==> src/rtl/bsfx_params.svh <==
// Bit positions, reset values and cycle figures for the bit/shift/flag unit
`ifndef BSFX_PARAMS_SVH
`define BSFX_PARAMS_SVH
// ----------------------------------------------------------------
// Status flag bit positions
// ----------------------------------------------------------------
`define BSFX_FLAG_C 3'd0
`define BSFX_FLAG_Z 3'd1
`define BSFX_FLAG_N 3'd2
`define BSFX_FLAG_V 3'd3
`define BSFX_FLAG_S 3'd4
`define BSFX_FLAG_H 3'd5
`define BSFX_FLAG_T 3'd6
`define BSFX_FLAG_I 3'd7
// ----------------------------------------------------------------
// Reset values and timing
// ----------------------------------------------------------------
`define BSFX_FLAGS_RST 8'h00
`define BSFX_ALU_CYCLES 3'd1
`define BSFX_SRAM_EXTRA 3'd1
`endif

==> src/rtl/bsfx_pkg.sv <==
// Types shared by the bit/shift/flag unit
package bsfx_pkg;
    typedef enum logic [3:0] {
        BSFX_NOP,
        BSFX_ROTATE_LEFT_CARRY,
        BSFX_ROTATE_RIGHT_CARRY,
        BSFX_ARITH_SHIFT_RIGHT,
        BSFX_NIBBLE_SWAP,
        BSFX_FLAG_SET,
        BSFX_FLAG_CLEAR,
        BSFX_IO_BIT_SET,
        BSFX_IO_BIT_CLEAR,
        BSFX_REG_BIT_TO_FLAG,
        BSFX_FLAG_TO_REG_BIT,
        BSFX_MEM_ACCESS
    } bsfx_opc_t;

    // One issued operation with its operands
    typedef struct packed {
        bsfx_opc_t opc;
        logic [7:0] reg_val;
        logic [2:0] bit_sel;
        logic [4:0] io_addr;
        logic [7:0] io_val;
        logic [2:0] base_cyc;
        logic to_sram;
        logic to_ext;
    } bsfx_op_t;

    // Register file write-back
    typedef struct packed {
        logic we;
        logic [7:0] data;
    } bsfx_wb_t;

    // Low I/O space write
    typedef struct packed {
        logic we;
        logic [4:0] addr;
        logic [7:0] data;
    } bsfx_io_t;
endpackage : bsfx_pkg

==> src/rtl/bsfx_mem_timer.sv <==
// Cycle counter for data-memory accesses
`timescale 1ns/1ps
`default_nettype none
`include "bsfx_params.svh"
module bsfx_mem_timer (
    input wire logic clk,
    input wire logic srst,
    input wire logic start,
    input wire logic [2:0] total,
    input wire logic to_ext,
    input wire logic ext_ack,
    output logic busy,
    output logic fin,
    output logic done
);
    import bsfx_pkg::*;
    logic [2:0] cnt_r, cnt_nxt;
    logic busy_r, busy_nxt, done_r, done_nxt, ext_r, ext_nxt;

    // Last counted cycle; external accesses also wait for the far side
    assign fin = busy_r && (cnt_r == 3'd0) && (!ext_r || ext_ack);
    assign busy = busy_r;
    assign done = done_r;

    // ----------------------------------------------------------------
    // Next state
    // ----------------------------------------------------------------
    always_comb begin
        cnt_nxt = cnt_r;
        busy_nxt = busy_r;
        ext_nxt = ext_r;
        done_nxt = 1'b0;
        if (start) begin
            ext_nxt = to_ext;
            if (total <= `BSFX_ALU_CYCLES && !to_ext) begin
                done_nxt = 1'b1;
            end else begin
                busy_nxt = 1'b1;
                cnt_nxt = (total >= 3'd2) ? total - 3'd2 : 3'd0;
            end
        end else if (busy_r) begin
            if (cnt_r != 3'd0) begin
                cnt_nxt = cnt_r - 3'd1;
            end else if (fin) begin
                busy_nxt = 1'b0;
                done_nxt = 1'b1;
            end
        end
    end

    // Registers only
    always_ff @(posedge clk) begin
        if (srst) begin
            cnt_r <= 3'd0;
            busy_r <= 1'b0;
            ext_r <= 1'b0;
            done_r <= 1'b0;
        end else begin
            cnt_r <= cnt_nxt;
            busy_r <= busy_nxt;
            ext_r <= ext_nxt;
            done_r <= done_nxt;
        end
    end
endmodule : bsfx_mem_timer
`default_nettype wire

==> src/rtl/bsfx_exec.sv <==
// Bit, shift and status-flag execution unit of the core
`timescale 1ns/1ps
`default_nettype none
`include "bsfx_params.svh"
module bsfx_exec (
    input wire logic clk,
    input wire logic srst,
    input wire logic op_valid,
    input wire bsfx_pkg::bsfx_op_t op,
    input wire logic ext_ack,
    output logic op_ready,
    output bsfx_pkg::bsfx_wb_t wb,
    output bsfx_pkg::bsfx_io_t io_wr,
    output logic [7:0] status_flags,
    output logic done,
    output logic mem_done
);
    import bsfx_pkg::*;

    // ----------------------------------------------------------------
    // Helpers
    // ----------------------------------------------------------------
    // Flags for the shift family: N from result, V = N^C, S = N^V
    function automatic logic [7:0] shift_flags(input logic [7:0] f, input logic [7:0] r,
                                               input logic c);
        logic [7:0] o;
        o = f;
        o[`BSFX_FLAG_C] = c;
        o[`BSFX_FLAG_Z] = (r == 8'h00);
        o[`BSFX_FLAG_N] = r[7];
        o[`BSFX_FLAG_V] = r[7] ^ c;
        o[`BSFX_FLAG_S] = r[7] ^ (r[7] ^ c);
        return o;
    endfunction : shift_flags

    // Total cycles of a memory access
    function automatic logic [2:0] mem_total(input logic [2:0] base, input logic sram);
        return sram ? base + `BSFX_SRAM_EXTRA : base;
    endfunction : mem_total

    logic accept, mem_start, mem_busy, mem_fin, mem_done_w;
    logic [7:0] flags_r, flags_nxt;
    bsfx_wb_t wb_r, wb_nxt;
    bsfx_io_t io_r, io_nxt;
    logic done_r, done_nxt, ready_r, ready_nxt;
    logic [2:0] tot;

    assign accept = op_valid && ready_r;
    assign mem_start = accept && (op.opc == BSFX_MEM_ACCESS);
    assign tot = mem_total(op.base_cyc, op.to_sram);

    // ----------------------------------------------------------------
    // Memory access timing
    // ----------------------------------------------------------------
    // External accesses are held until the far side acknowledges
    bsfx_mem_timer u_timer (
        .clk(clk),
        .srst(srst),
        .start(mem_start),
        .total(tot),
        .to_ext(op.to_ext),
        .ext_ack(ext_ack),
        .busy(mem_busy),
        .fin(mem_fin),
        .done(mem_done_w)
    );

    // ----------------------------------------------------------------
    // Execute: results, flags and I/O writes
    // ----------------------------------------------------------------
    always_comb begin
        flags_nxt = flags_r;
        wb_nxt = '0;
        io_nxt = '0;
        done_nxt = 1'b0;
        if (accept && op.opc != BSFX_MEM_ACCESS) begin
            done_nxt = 1'b1;
            unique case (op.opc)
                BSFX_NOP: begin
                end
                BSFX_ROTATE_LEFT_CARRY: begin
                    wb_nxt = '{we: 1'b1, data: {op.reg_val[6:0], flags_r[`BSFX_FLAG_C]}};
                    flags_nxt = shift_flags(flags_r, wb_nxt.data, op.reg_val[7]);
                    flags_nxt[`BSFX_FLAG_H] = op.reg_val[3];
                end
                BSFX_ROTATE_RIGHT_CARRY: begin
                    wb_nxt = '{we: 1'b1, data: {flags_r[`BSFX_FLAG_C], op.reg_val[7:1]}};
                    flags_nxt = shift_flags(flags_r, wb_nxt.data, op.reg_val[0]);
                end
                BSFX_ARITH_SHIFT_RIGHT: begin
                    wb_nxt = '{we: 1'b1, data: {op.reg_val[7], op.reg_val[7:1]}};
                    flags_nxt = shift_flags(flags_r, wb_nxt.data, op.reg_val[0]);
                end
                BSFX_NIBBLE_SWAP: begin
                    wb_nxt = '{we: 1'b1, data: {op.reg_val[3:0], op.reg_val[7:4]}};
                end
                BSFX_FLAG_SET: begin
                    flags_nxt[op.bit_sel] = 1'b1;
                end
                BSFX_FLAG_CLEAR: begin
                    flags_nxt[op.bit_sel] = 1'b0;
                end
                BSFX_IO_BIT_SET: begin
                    io_nxt = '{we: 1'b1, addr: op.io_addr, data: op.io_val};
                    io_nxt.data[op.bit_sel] = 1'b1;
                end
                BSFX_IO_BIT_CLEAR: begin
                    io_nxt = '{we: 1'b1, addr: op.io_addr, data: op.io_val};
                    io_nxt.data[op.bit_sel] = 1'b0;
                end
                BSFX_REG_BIT_TO_FLAG: begin
                    flags_nxt[`BSFX_FLAG_T] = op.reg_val[op.bit_sel];
                end
                BSFX_FLAG_TO_REG_BIT: begin
                    wb_nxt = '{we: 1'b1, data: op.reg_val};
                    wb_nxt.data[op.bit_sel] = flags_r[`BSFX_FLAG_T];
                end
                default: begin
                    done_nxt = 1'b0; // Undefined codes are dropped
                end
            endcase
        end
    end

    // Ready drops while a multi-cycle memory access runs
    always_comb begin
        if (mem_start) begin
            ready_nxt = (tot <= `BSFX_ALU_CYCLES) && !op.to_ext;
        end else if (mem_busy) begin
            ready_nxt = mem_fin;
        end else begin
            ready_nxt = 1'b1;
        end
    end

    // Registers only
    always_ff @(posedge clk) begin
        if (srst) begin
            flags_r <= `BSFX_FLAGS_RST;
            wb_r <= '0;
            io_r <= '0;
            done_r <= 1'b0;
            ready_r <= 1'b0;
        end else begin
            flags_r <= flags_nxt;
            wb_r <= wb_nxt;
            io_r <= io_nxt;
            done_r <= done_nxt;
            ready_r <= ready_nxt;
        end
    end

    assign wb = wb_r;
    assign io_wr = io_r;
    assign status_flags = flags_r;
    assign done = done_r;
    assign op_ready = ready_r;
    assign mem_done = mem_done_w;
endmodule : bsfx_exec
`default_nettype wire

==> config.mk <==
export PLATFORM = sky130hd
export DESIGN_NAME = bsfx_exec
export DESIGN_NICKNAME = d
export VERILOG_FILES = /design/src/rtl/bsfx_pkg.sv /design/src/rtl/bsfx_mem_timer.sv /design/src/rtl/bsfx_exec.sv
export VERILOG_INCLUDE_DIRS = /design/src /design/src/rtl
export SDC_FILE = /design/constraint.sdc
export NUM_CORES = 1
export LEC_CHECK = 0
export ABC_AREA = 1
export BUFFER_PORTS_ARGS = -buffer_cell sky130_fd_sc_hd__buf_2
export CORE_MARGIN = 2
export CORE_UTILIZATION = 42
export DETAILED_ROUTE_END_ITERATION = 10
export PLACE_DENSITY = 0.7
export RECOVER_POWER = 25
export REMOVE_ABC_BUFFERS = 1
export SYNTH_ARGS = -nofsm -noshare
export SYNTH_HDL_FRONTEND = slang
export SYNTH_SLANG_ARGS = --single-unit
==> constraint.sdc <==
create_clock -name clk -period 1.4 [get_ports clk]
set_input_delay 0.28 -clock clk [delete_from_list [all_inputs] [get_ports clk]]
set_output_delay 0.28 -clock clk [all_outputs]
set_load 0.05 [all_outputs]
==> reports/qor.yml, run 1 <==
outcome: "complete, no violations"
postSynthAreaPerCell_um2: 6.35
min_from: "op[17]"
clockPowerShare_pct: 31.1
min_period_over_period_pct: 94.1
cts_tree: "done"
clk_path_buf_depth: 2
sequentialPowerShare_pct: 47.2
slew_headroom_pct: 63.6
antenna_found_initial: 0
multi_input_area_um2: 1330
rsz0062_at_grt: "false"
r2r-start: "status_flags[0]"
fin_skew_ns: 0.00450
stdcell_count: 547
synth-async-reset-ratio_pct: 0
initial_utilization_pct: 43.2
p_per_area_nw_per_um2: 770
seq_area_um2: 781
path_clk_slew_ns: 0.08
syn-cell-area_um2: 2350
grt_start_max_net_pins: 15
grt_pass1_vias: 2321
wl_mm: 6.62
synth.most_common_cell: "nand2_1"
switchingPower_uw: 742
critical-path-top-delay-family: "buffers and inverters"
clk_latency_ns: 0.29
cts_resized: 0
dp_hpwl_mm: 5.35
finalMaxSlewViolations: 0
critical_path_required_ns: 1.12
p_comb_share_pct: 21.7
cp_slowest_cell: "dfxtp_1"
area_growth_pct: 33.1
r2r_end: "status_flags[3]"
holdPathEnd: "io_wr[12]"
clkSinkCount: 39
cts_setup_buffers: 0
cts_made_buffers: 5
synth-seq-cells: 39
cts_hold_buf: 0
htreeDepth: 2
cp-start-kind: "flip-flop"
routed_via_density: 4.88
max_stage_delay_ns: 0.34
synth_edf_count: 0
dieArea_um2: 6210
syn_inst: 370
timing.critical_path.from: "status_flags[0]"
intPower_mw: 1.67
rr_worst_depth: 9
io_pins: 71
drive_gt1_share_pct: 29.3
grt_overflow: 0
setup.worst_path.end_class: "output pin"
rows: 27
fill_cells: 555
cp.arrival_ns: 1.04
route.detailed.drc: 0
whs_path_depth: 3
ys_top_cells_by_count: "nand2_1, inv_1, nor2_1"
path_max_fanout: 6
power.leakage_nw: 1.69
hold_viol_final: 0
cp_cell_sequence: "buf_4 > buf_2"
reg2reg_slack_ns: 0.09
synth-main-ff-cell: "dfxtp_1"
grt_usage_pct: 22.0
post_drt_wl_per_cell_um: 12.1
portBuffers: 70
cap_violations: 0
drt_iter0_drc: 249
dr.pass1.iters: 7
yosysUniqueCellTypes: 30
synth_top_area_share_pct: 33.2
fp.dieW_um: 78.8
total_power_mw: 2.41
hold_ws_ns: 0.190
diodes: 0
switching_share_pct: 30.8
synth_area_leaders: "dfxtp_1, nand2_1, inv_1"
ant_nets: 0
min_period_ns: 1.32
gp_congestion: 0.942
tightest_slew_ns: 0.540
dieHeight_um: 78.8
vdd_drop_max_uv: 337
synth_area_leader_cell: "dfxtp_1"
setup_viol: 0
place_inst: 539
cts_root_buf: "clkbuf_8"
min_path_type: "primary input to flip-flop"
coreArea_um2: 5440
ys_seq_area_share_pct: 33.2
critical_path_class: "flip-flop to output pin"
pre_cts_slack_ns: -0.163
cp_num_buf_inv: 2
clock.fmax_mhz: 759
final.setup.worst_slack_ns: 0.0825
grt_pass1_wl_mm: 10.9
synth_warnings: 0
vias: 2671
final_nets: 515
## placed cells by master (no fill, tap or decap), types with 2 or more instances in the layout
| cell type | n |
|---|---|
| a211oi_1 | 5 |
| o21ai_0 | 27 |
| inv_1 | 52 |
| buf_12 | 2 |
| dfxtp_1 | 39 |
| clkbuf_8 | 5 |
| clkbuf_2 | 17 |
| buf_2 | 53 |
| nor2_4 | 4 |
| o22ai_1 | 7 |
| xor2_1 | 2 |
| a21oi_1 | 29 |
| nand3_1 | 19 |
| nand4_1 | 2 |
| clkinvlp_4 | 2 |
| inv_2 | 6 |
| nor2_2 | 5 |
| o21ai_1 | 5 |
| nor2_1 | 48 |
| ha_1 | 4 |
| buf_4 | 30 |
| nand3_2 | 3 |
| nor3_1 | 6 |
| nand2_2 | 4 |
| nand2_1 | 87 |
| nand2_4 | 3 |
## worst max-delay path by stage
stage | depth (start not counted) | slack (ns) | end
2_1_floorplan | 8 | -0.34 | status_flags[4]
3_3_place_gp | 10 | -0.11 | u_timer.cnt_r[1]
3_5_place_dp | 10 | -0.16 | u_timer.cnt_r[2]
4_1_cts | 8 | 0.03 | status_flags[4]
5_1_grt | 8 | 0.008 | status_flags[4]
6_report | 2 | 0.08 | status_flags[0]
## tightest hold or removal path, delay by kind of cell
| kind | cells | cell delay [ns] |
|---|---|---|
| buffers and inverters | 2 | 0.13 |
| and+or+nand+nor | 1 | 0.03 |
## final cells by class
cell class              count  area share (%)
repair buffers            102            19.7
flip-flops and latches     39            25.0
multi-input cells         267            42.6
inverters                  59            7.20
well taps                  72            2.88
clock buffers               6            2.32
clock inverters             2           0.400
## power groups by stage
stage	sequential [mW]	combinational, mW	clock, mW
6_report	1.14	0.523	0.749
5_1_grt	1.14	0.580	0.806
4_1_cts	1.14	0.516	0.775
3_5_place_dp	1.16	0.515	0
3_3_place_gp	1.16	0.508	0
2_1_floorplan	1.22	0.230	0
## cells by family (layout without fill, tap and decap cells)
group | count (synthesis) | in the layout | share of synthesized area [%]
AO/OA/AOI/OAI | 77 | 77 | 17.9
XOR/XNOR | 3 | 3 | 1.12
AND/OR/NAND/NOR | 183 | 183 | 35.3
buffers and inverters | 64 | 169 | 10.3
adder cells (fa/ha/maj) | 4 | 4 | 2.13
flip-flops | 39 | 39 | 33.2
## through the flow
step                instance area (µm²)  util [%]  TNS (ns)
finish                             3130      57.5         0
global route                       3130      57.5         0
CTS                                3120      57.3         0
detailed placement                 3030      55.8     -1.84
global placement                   3030      55.8    -0.757
floorplan                          2330         -     -1.35
## state kept, by name, indices dropped and copies added, names as in the netlist, named ones only
signal,flops
done,1
io_wr,14
op_ready,1
status_flags,7
u_timer.busy,1
u_timer.cnt_r,3
u_timer.done,1
u_timer.ext_r,1
wb,9
## routing by layer
metal	up-vias	track usage, %	wire length (µm)
met5	-	0	0
met1	1159	28.9	2850
li1	1389	-	-
met3	19	4.32	494
met4	0	5.61	116
met2	104	37.1	3160
Power figures use the tool's default switching activity.
==> inputs of run 2 (changes only) <==
--- a/config.mk
+++ b/config.mk
@@ -9,9 +9,9 @@
 export ABC_AREA = 1
 export BUFFER_PORTS_ARGS = -buffer_cell sky130_fd_sc_hd__buf_2
 export CORE_MARGIN = 2
-export CORE_UTILIZATION = 42
+export CORE_UTILIZATION = 35
 export DETAILED_ROUTE_END_ITERATION = 10
-export PLACE_DENSITY = 0.7
+export PLACE_DENSITY = 0.6
 export RECOVER_POWER = 25
 export REMOVE_ABC_BUFFERS = 1
 export SYNTH_ARGS = -nofsm -noshare
==> run 2 against run 1 <==
  * Via count fell by 1.3%
  * Sequential share of layout area fell by 0.62 points
  * Critical path type unchanged
  * Clock power rose by 58%
  * Sequential power barely moved
  * Count of clock-buffer cells in the layout fell by 1
  * Non-clock buffer count rose by 3
  * Wire length rose by 0.80%
  * Die area rose by 19%
  * Maximum frequency fell by 2.0%
  * Global-route usage fell by 3.3 points
  * Final area rose by 2.6%
==> reports/qor.yml, run 2 (synthesis results as in run 1) <==
outcome: "complete, no violations"
min_period_over_period_pct: 96.0  # +1.9 points
switchingPower_uw: 801  # +7.9%
hold_viol_final: 0  # unchanged
hold_ws_ns: 0.191  # +0.00139 ns
min_period_ns: 1.34  # +0.0269 ns
cts_made_buffers: 5  # unchanged
slew_headroom_pct: 68.7  # +5.1 points
clk_path_buf_depth: 2  # unchanged
clockPowerShare_pct: 41.6  # +11 points
max_stage_delay_ns: 0.35  # about the same
r2r-start: "status_flags[0]"
layout_commonest_cell: "nand2_1"
antenna_found_initial: 0  # unchanged
clock.fmax_mhz: 744  # -2.0%
wl_mm: 6.67  # +0.80%
routed_via_density: 4.75  # -2.7%
critical_path_class: "flip-flop to output pin"
finalMaxSlewViolations: 0  # unchanged
vias: 2637  # -1.3%
dieArea_um2: 7380  # +19%
grt_pass1_vias: 2410  # +3.8%
vdd_drop_max_uv: 378  # +12%
cp.arrival_ns: 1.06  # +0.02 ns
sequentialPowerShare_pct: 39.9  # -7.3 points
r2r_end: "status_flags[4]"
fp.dieW_um: 85.9  # +9.1%
portBuffers: 70  # unchanged
clkSinkCount: 39  # unchanged
route.detailed.drc: 0  # unchanged
gp_congestion: 0.919  # -2.5%
total_power_mw: 2.84  # +18%
intPower_mw: 2.04  # +23%
grt_pass1_wl_mm: 11.2  # +3.0%
io_pins: 71  # unchanged
min_path_type: "primary input to flip-flop"
initial_utilization_pct: 36.6  # -6.6 points
rsz0062_at_grt: "false"
multi_input_area_um2: 1340  # +0.94%
final_cell_mix: "nand2_1, buf_2, inv_1"
critical-path-top-delay-family: "buffers and inverters"
rr_worst_depth: 8  # -1
grt_overflow: 0  # unchanged
cap_violations: 0  # unchanged
cp_cell_sequence: "buf_4 > buf_2"
tightest_slew_ns: 0.464  # -0.0756 ns
min_from: "op[17]"
rows: 29  # +7.4%
stdcell_count: 555  # +1.5%
cp_num_buf_inv: 2  # unchanged
pre_cts_slack_ns: -0.127  # +0.0357 ns
power.leakage_nw: 1.74  # +2.6%
cp-start-kind: "flip-flop"
dr.pass1.iters: 5  # -2
whs_path_depth: 3  # unchanged
fill_cells: 639  # +15%
setup.worst_path.end_class: "output pin"
seq_area_um2: 781  # unchanged
largest_reg_flops: 14  # unchanged
path_clk_slew_ns: 0.09  # about the same
final_nets: 518  # +0.58%
setup_viol: 0  # unchanged
critical_path_required_ns: 1.12  # about the same
reg2reg_slack_ns: 0.12  # +0.03 ns
drt_iter0_drc: 194  # -22%
fin_skew_ns: 0.00369  # -0.000805 ns
dieHeight_um: 85.9  # +9.1%
place_inst: 547  # +1.5%
cts_root_buf: "clkbuf_8"
dp_hpwl_mm: 5.38  # +0.58%
drive_gt1_share_pct: 30.3  # +1.1 points
post_drt_wl_per_cell_um: 12.0  # -0.65%
final.setup.worst_slack_ns: 0.0556  # -0.0269 ns
cp_slowest_cell: "dfxtp_1"
grt_start_max_net_pins: 15  # unchanged
switching_share_pct: 28.2  # -2.7 points
p_per_area_nw_per_um2: 887  # +15%
ant_nets: 0  # unchanged
grt_usage_pct: 18.7  # -3.3 points
diodes: 0  # unchanged
htreeDepth: 2  # unchanged
holdPathEnd: "io_wr[12]"
cts_tree: "done"
cts_setup_buffers: 0  # unchanged
coreArea_um2: 6420  # +18%
area_growth_pct: 36.5
fin_util_pct: 50.0  # -7.6 points
clk_latency_ns: 0.29  # about the same
path_max_fanout: 6  # unchanged
p_comb_share_pct: 18.5  # -3.2 points
==> run 2: cell types whose count changed in the layout (fill, tap and decap cells not counted), sizes merged <==
cell	change
inv	+2
clkinvlp	-2
clkinv	-1
bufinv	+2
buf	+7
clkbuf	-5
==> run 2: timing repair <==
action,CTS,global route
hold buffers,0,0
endpoints found under the setup margin,0,16
gates resized for setup,0,8
==> run 2: worst max path at each step <==
stage | start | end | slack, ns | cells after the start
final | status_flags[0] | status_flags[0] | 0.06 | 2
after global routing | status_flags[0] | status_flags[3] | 0.01 | 9
after global placement | op[2] | u_timer.cnt_r[0] | -0.07 | 10
after detailed placement | op[2] | u_timer.cnt_r[1] | -0.13 | 10
after floorplan | status_flags[0] | status_flags[4] | -0.34 | 8
after CTS | status_flags[0] | status_flags[4] | 0.03 | 8
==> run 2: stage by stage <==
step | cell area, µm² | TNS, ns
CTS | 3190 | 0
finish | 3210 | 0
detailed placement | 3050 | -0.782
global placement | 3050 | -0.384
floorplan | 2330 | -1.35
global route | 3210 | 0
==> run 2: area by class of cell <==
| cell class | instances | area share (%) |
|---|---|---|
| multi-input combinational | 267 | 41.9 |
| sequential | 39 | 24.3 |
| timing repair buffer | 105 | 19.5 |
| inverter | 59 | 6.90 |
| tap | 77 | 3.00 |
| clock inverter | 3 | 2.22 |
| clock buffer | 5 | 2.15 |
==> run 2: worst min-delay path: cells and delay by family <==
| family | cells | cell delay, ns |
|---|---|---|
| buf+inv | 2 | 0.13 |
| simple gates | 1 | 0.03 |
==> run 2: layer usage <==
| metal | GRT usage (%) | vias up | share of wire (%) |
|---|---|---|---|
| li1 | - | 1399 | - |
| met1 | 25.7 | 1145 | 49 |
| met2 | 31.2 | 89 | 45 |
| met3 | 2.98 | 4 | 5.7 |
| met4 | 3.46 | 0 | 0.81 |
| met5 | 0 | - | 0 |
==> run 2: power groups by stage <==
stage	Combinational (mW)	Clock (mW)	Sequential, mW
4_1_cts	0.519	1.20	1.14
5_1_grt	0.589	1.24	1.14
6_report	0.526	1.18	1.14
3_5_place_dp	0.516	0	1.16
3_3_place_gp	0.513	0	1.16
2_1_floorplan	0.230	0	1.22
==> inputs of run 3 (changes only) <==
--- a/config.mk
+++ b/config.mk
@@ -6,11 +6,11 @@
 export SDC_FILE = /design/constraint.sdc
 export NUM_CORES = 1
 export LEC_CHECK = 0
-export ABC_AREA = 1
 export BUFFER_PORTS_ARGS = -buffer_cell sky130_fd_sc_hd__buf_2
 export CORE_MARGIN = 2
 export CORE_UTILIZATION = 35
 export DETAILED_ROUTE_END_ITERATION = 10
+export HOLD_SLACK_MARGIN = 0.12
 export PLACE_DENSITY = 0.6
 export RECOVER_POWER = 25
 export REMOVE_ABC_BUFFERS = 1
==> run 3 against run 2 <==
  * The flow now finishes with violations (setup timing)
  * First-iteration DRC count down 25%
  * Clock skew grew 0.0060 ns
  * Power up 4.7%
  * Final area is 21% higher
  * Critical path depth up 4
  * Worst setup slack worse by 0.059 ns
  * Register-to-register slack got worse by 0.12 ns
  * Synthesized cell count decreased by 22%
  * Worst hold slack got worse by 0.013 ns
  * Non-clock buffer count increased by 54
  * Sequential share of layout area down 4.0 points
  * Highest routed layer unchanged
==> reports/qor.yml, run 3 <==
outcome: "complete, but fails checks"
violations: "setup timing"
stdcell_count: 537  # -3.2%
switchingPower_uw: 812  # +1.4%
setup.worst_path.end_class: "flip-flop"
tightest_slew_ns: 0.379  # -0.0852 ns
synth-async-reset-ratio_pct: 0  # unchanged
grt_overflow: 0  # unchanged
setup_viol: 1  # +1
clk_latency_ns: 0.30  # about the same
grt_start_max_net_pins: 14  # -1
post_drt_wl_per_cell_um: 15.0  # +25%
cp-start-kind: "flip-flop"
dpl_cell_area_um2: 3530  # +16%
grt_pass1_wl_mm: 12.4  # +10%
p_comb_share_pct: 23.4  # +4.9 points
syn-cell-area_um2: 2480  # +5.6%
clkSinkCount: 39  # unchanged
drive_gt1_share_pct: 51.0  # +21 points
power.leakage_nw: 1.75  # +0.54%
cp_slowest_cell: "dfxtp_2"
area_growth_pct: 56.0
sequentialPowerShare_pct: 38.1  # -1.8 points
largest_reg_flops: 14  # unchanged
fill_cells: 648  # +1.4%
clock.fmax_mhz: 713  # -4.2%
final.setup.worst_slack_ns: -0.00349  # -0.0591 ns
antenna_found_initial: 0  # unchanged
critical-path-top-delay-family: "compound AO/OA/AOI/OAI gates"
synth_edf_count: 0  # unchanged
fp.dieW_um: 88.2  # +2.7%
slew_headroom_pct: 74.6  # +5.9 points
io_pins: 71  # unchanged
gp_congestion: 0.897  # -2.4%
route.detailed.drc: 0  # unchanged
cp.arrival_ns: 1.60  # +0.54 ns
portBuffers: 70  # unchanged
vdd_drop_max_uv: 341  # -9.9%
ant_nets: 0  # unchanged
final_cell_mix: "buf_4, buf_2, dfxtp_1"
min_path_type: "primary input to flip-flop"
intPower_mw: 2.17  # +6.0%
rows: 30  # +3.4%
final_nets: 481  # -7.1%
postSynthAreaPerCell_um2: 8.56  # +35%
min_period_ns: 1.40  # +0.0591 ns
min_period_over_period_pct: 100  # +4.2 points
rsz0062_at_grt: "true"
dp_hpwl_mm: 6.15  # +14%
critical_path_class: "flip-flop to flip-flop"
grt_pass1_vias: 2558  # +6.1%
total_power_mw: 2.98  # +4.7%
clockPowerShare_pct: 38.5  # -3.1 points
path_clk_slew_ns: 0.09  # about the same
cts_hold_buf: 0  # unchanged
cap_violations: 0  # unchanged
cts_root_buf: "clkbuf_8"
synth-main-ff-cell: "dfxtp_1"
layout_commonest_cell: "buf_4"
critical_path_required_ns: 1.59  # +0.47 ns
hold_viol_final: 0  # unchanged
yosysUniqueCellTypes: 63  # +110%
final_area_um2: 3870  # +21%
vias: 2811  # +6.6%
synth.most_common_cell: "dfxtp_1"
switching_share_pct: 27.3  # -0.88 points
finalMaxSlewViolations: 0  # unchanged
initial_utilization_pct: 36.3  # -0.25 points
dr.pass1.iters: 5  # unchanged
cts_made_buffers: 5  # unchanged
cp_num_buf_inv: 1  # -1
synth_warnings: 0  # unchanged
synth_area_leaders: "dfxtp_1, mux2_2, nand2_1"
diodes: 0  # unchanged
dieHeight_um: 88.2  # +2.7%
wl_mm: 8.07  # +21%
place_inst: 528  # -3.5%
syn_inst: 290  # -22%
synth-seq-cells: 39  # unchanged
cp_cell_sequence: "inv_2 > ha_4 > nor2b_4 > a211oi_4 > nor4_1 > a311o_1"
drt_iter0_drc: 146  # -25%
htreeDepth: 2  # unchanged
clk_path_buf_depth: 2  # unchanged
coreArea_um2: 6830  # +6.4%
synth_top_area_share_pct: 31.5  # -1.8 points
dieArea_um2: 7780  # +5.4%
ys_seq_area_share_pct: 31.5  # -1.8 points
path_max_fanout: 3  # -3
max_stage_delay_ns: 0.35  # about the same
cts_tree: "done"
synth_area_leader_cell: "dfxtp_1"
p_per_area_nw_per_um2: 769  # -13%
ys_top_cells_by_count: "dfxtp_1, nand2_1, nor2_1"
grt_usage_pct: 20.3  # +1.5 points
fin_skew_ns: 0.00966  # +0.00597 ns
routed_via_density: 5.23  # +10%
[run 3: cell count changes in the layout (fill, tap and decap cells not counted), sizes merged, moves of 7 or more]
cell and change:
nand2 -67, buf +52, inv -46, nor2 -36, nand3 -21, o21ai -20
mux2 +13, a21oi -9, mux2i +9, nand2b +8, and2 +7, o22ai -7
[run 3: cell families (layout without fill, tap and decap cells)]
kind of cell / Yosys count / count (layout) / share of synthesized area, %
AOI/OAI and AO/OA: 84 / 84 / 24.4
xor gates and xnor gates: 4 / 4 / 1.41
adders and majority gates: 4 / 4 / 2.02
buffers and inverters: 30 / 181 / 5.85
DFF: 39 / 39 / 31.5
muxes: 23 / 23 / 10.4
and+or+nand+nor: 106 / 106 / 24.4
[run 3: layout make-up]
type	count	area (µm²)	share of cell area, %
Sequential cell	39	787	20.3
Tap cell	96	120	3.10
Multi-Input combinational cell	221	1740	44.8
Inverter	14	52.6	1.36
Clock buffer	5	68.8	1.78
Timing Repair Buffer	159	1040	26.9
Clock inverter	3	67.6	1.74
[run 3: per-layer routing]
| layer | global-route usage [%] | vias up | share of wire (%) |
|---|---|---|---|
| met5 | 0 | - | 0 |
| met4 | 6.47 | 0 | 1.7 |
| met3 | 2.52 | 12 | 5.1 |
| met2 | 32.5 | 108 | 47 |
| met1 | 28.5 | 1316 | 46 |
| li1 | - | 1375 | - |
[run 3: worst paths after layout]
kind,from,endpoint,slack [ns],cells after the start
min reg2reg,u_timer.cnt_r[1],u_timer.cnt_r[1],0.49,2
min,op[14],io_wr[9],0.18,2
max,u_timer.cnt_r[0],u_timer.cnt_r[0],-0.003,6
max reg2reg,u_timer.cnt_r[0],u_timer.cnt_r[0],-0.003,6
[run 3: worst register-to-register path, delay by kind of cell, from the launching register on]
family / cells / cell delay, ns
buffers and inverters: 1 / 0.06
flip-flops: 1 / 0.35
adder cells (fa/ha/maj): 1 / 0.15
AND/OR/NAND/NOR: 2 / 0.22
AO/OA/AOI/OAI: 2 / 0.52
[run 3: stage by stage]
stage | setup slack (ns) | setup TNS [ns] | util [%] | hold WS, ns
after CTS | -0.0246 | -0.0357 | 54.5 | 0.167
after global routing | -0.0635 | -0.168 | 56.7 | 0.172
after detailed placement | -0.296 | -4.92 | 51.7 | 0.460
after floorplan | -0.480 | -4.40 | - | 0.346
after global placement | -0.226 | -4.62 | 51.7 | 0.442
final | -0.00349 | -0.00349 | 56.7 | 0.178
[run 3: repair_timing]
item / CTS / global route
setup buffers: 0 / 3
cloned: 0 / 0
setup endpoints to repair: 8 / 16
gates resized for setup: 17 / 31
pin swaps: 4 / 7
[run 3: power by group through the flow]
stage	clock (mW)	combinational (mW)	sequential (mW)
after detailed placement	0	0.640	1.16
after global placement	0	0.632	1.16
after global routing	1.21	0.751	1.14
after floorplan	0	0.232	1.21
after CTS	1.18	0.650	1.13
final	1.15	0.697	1.13
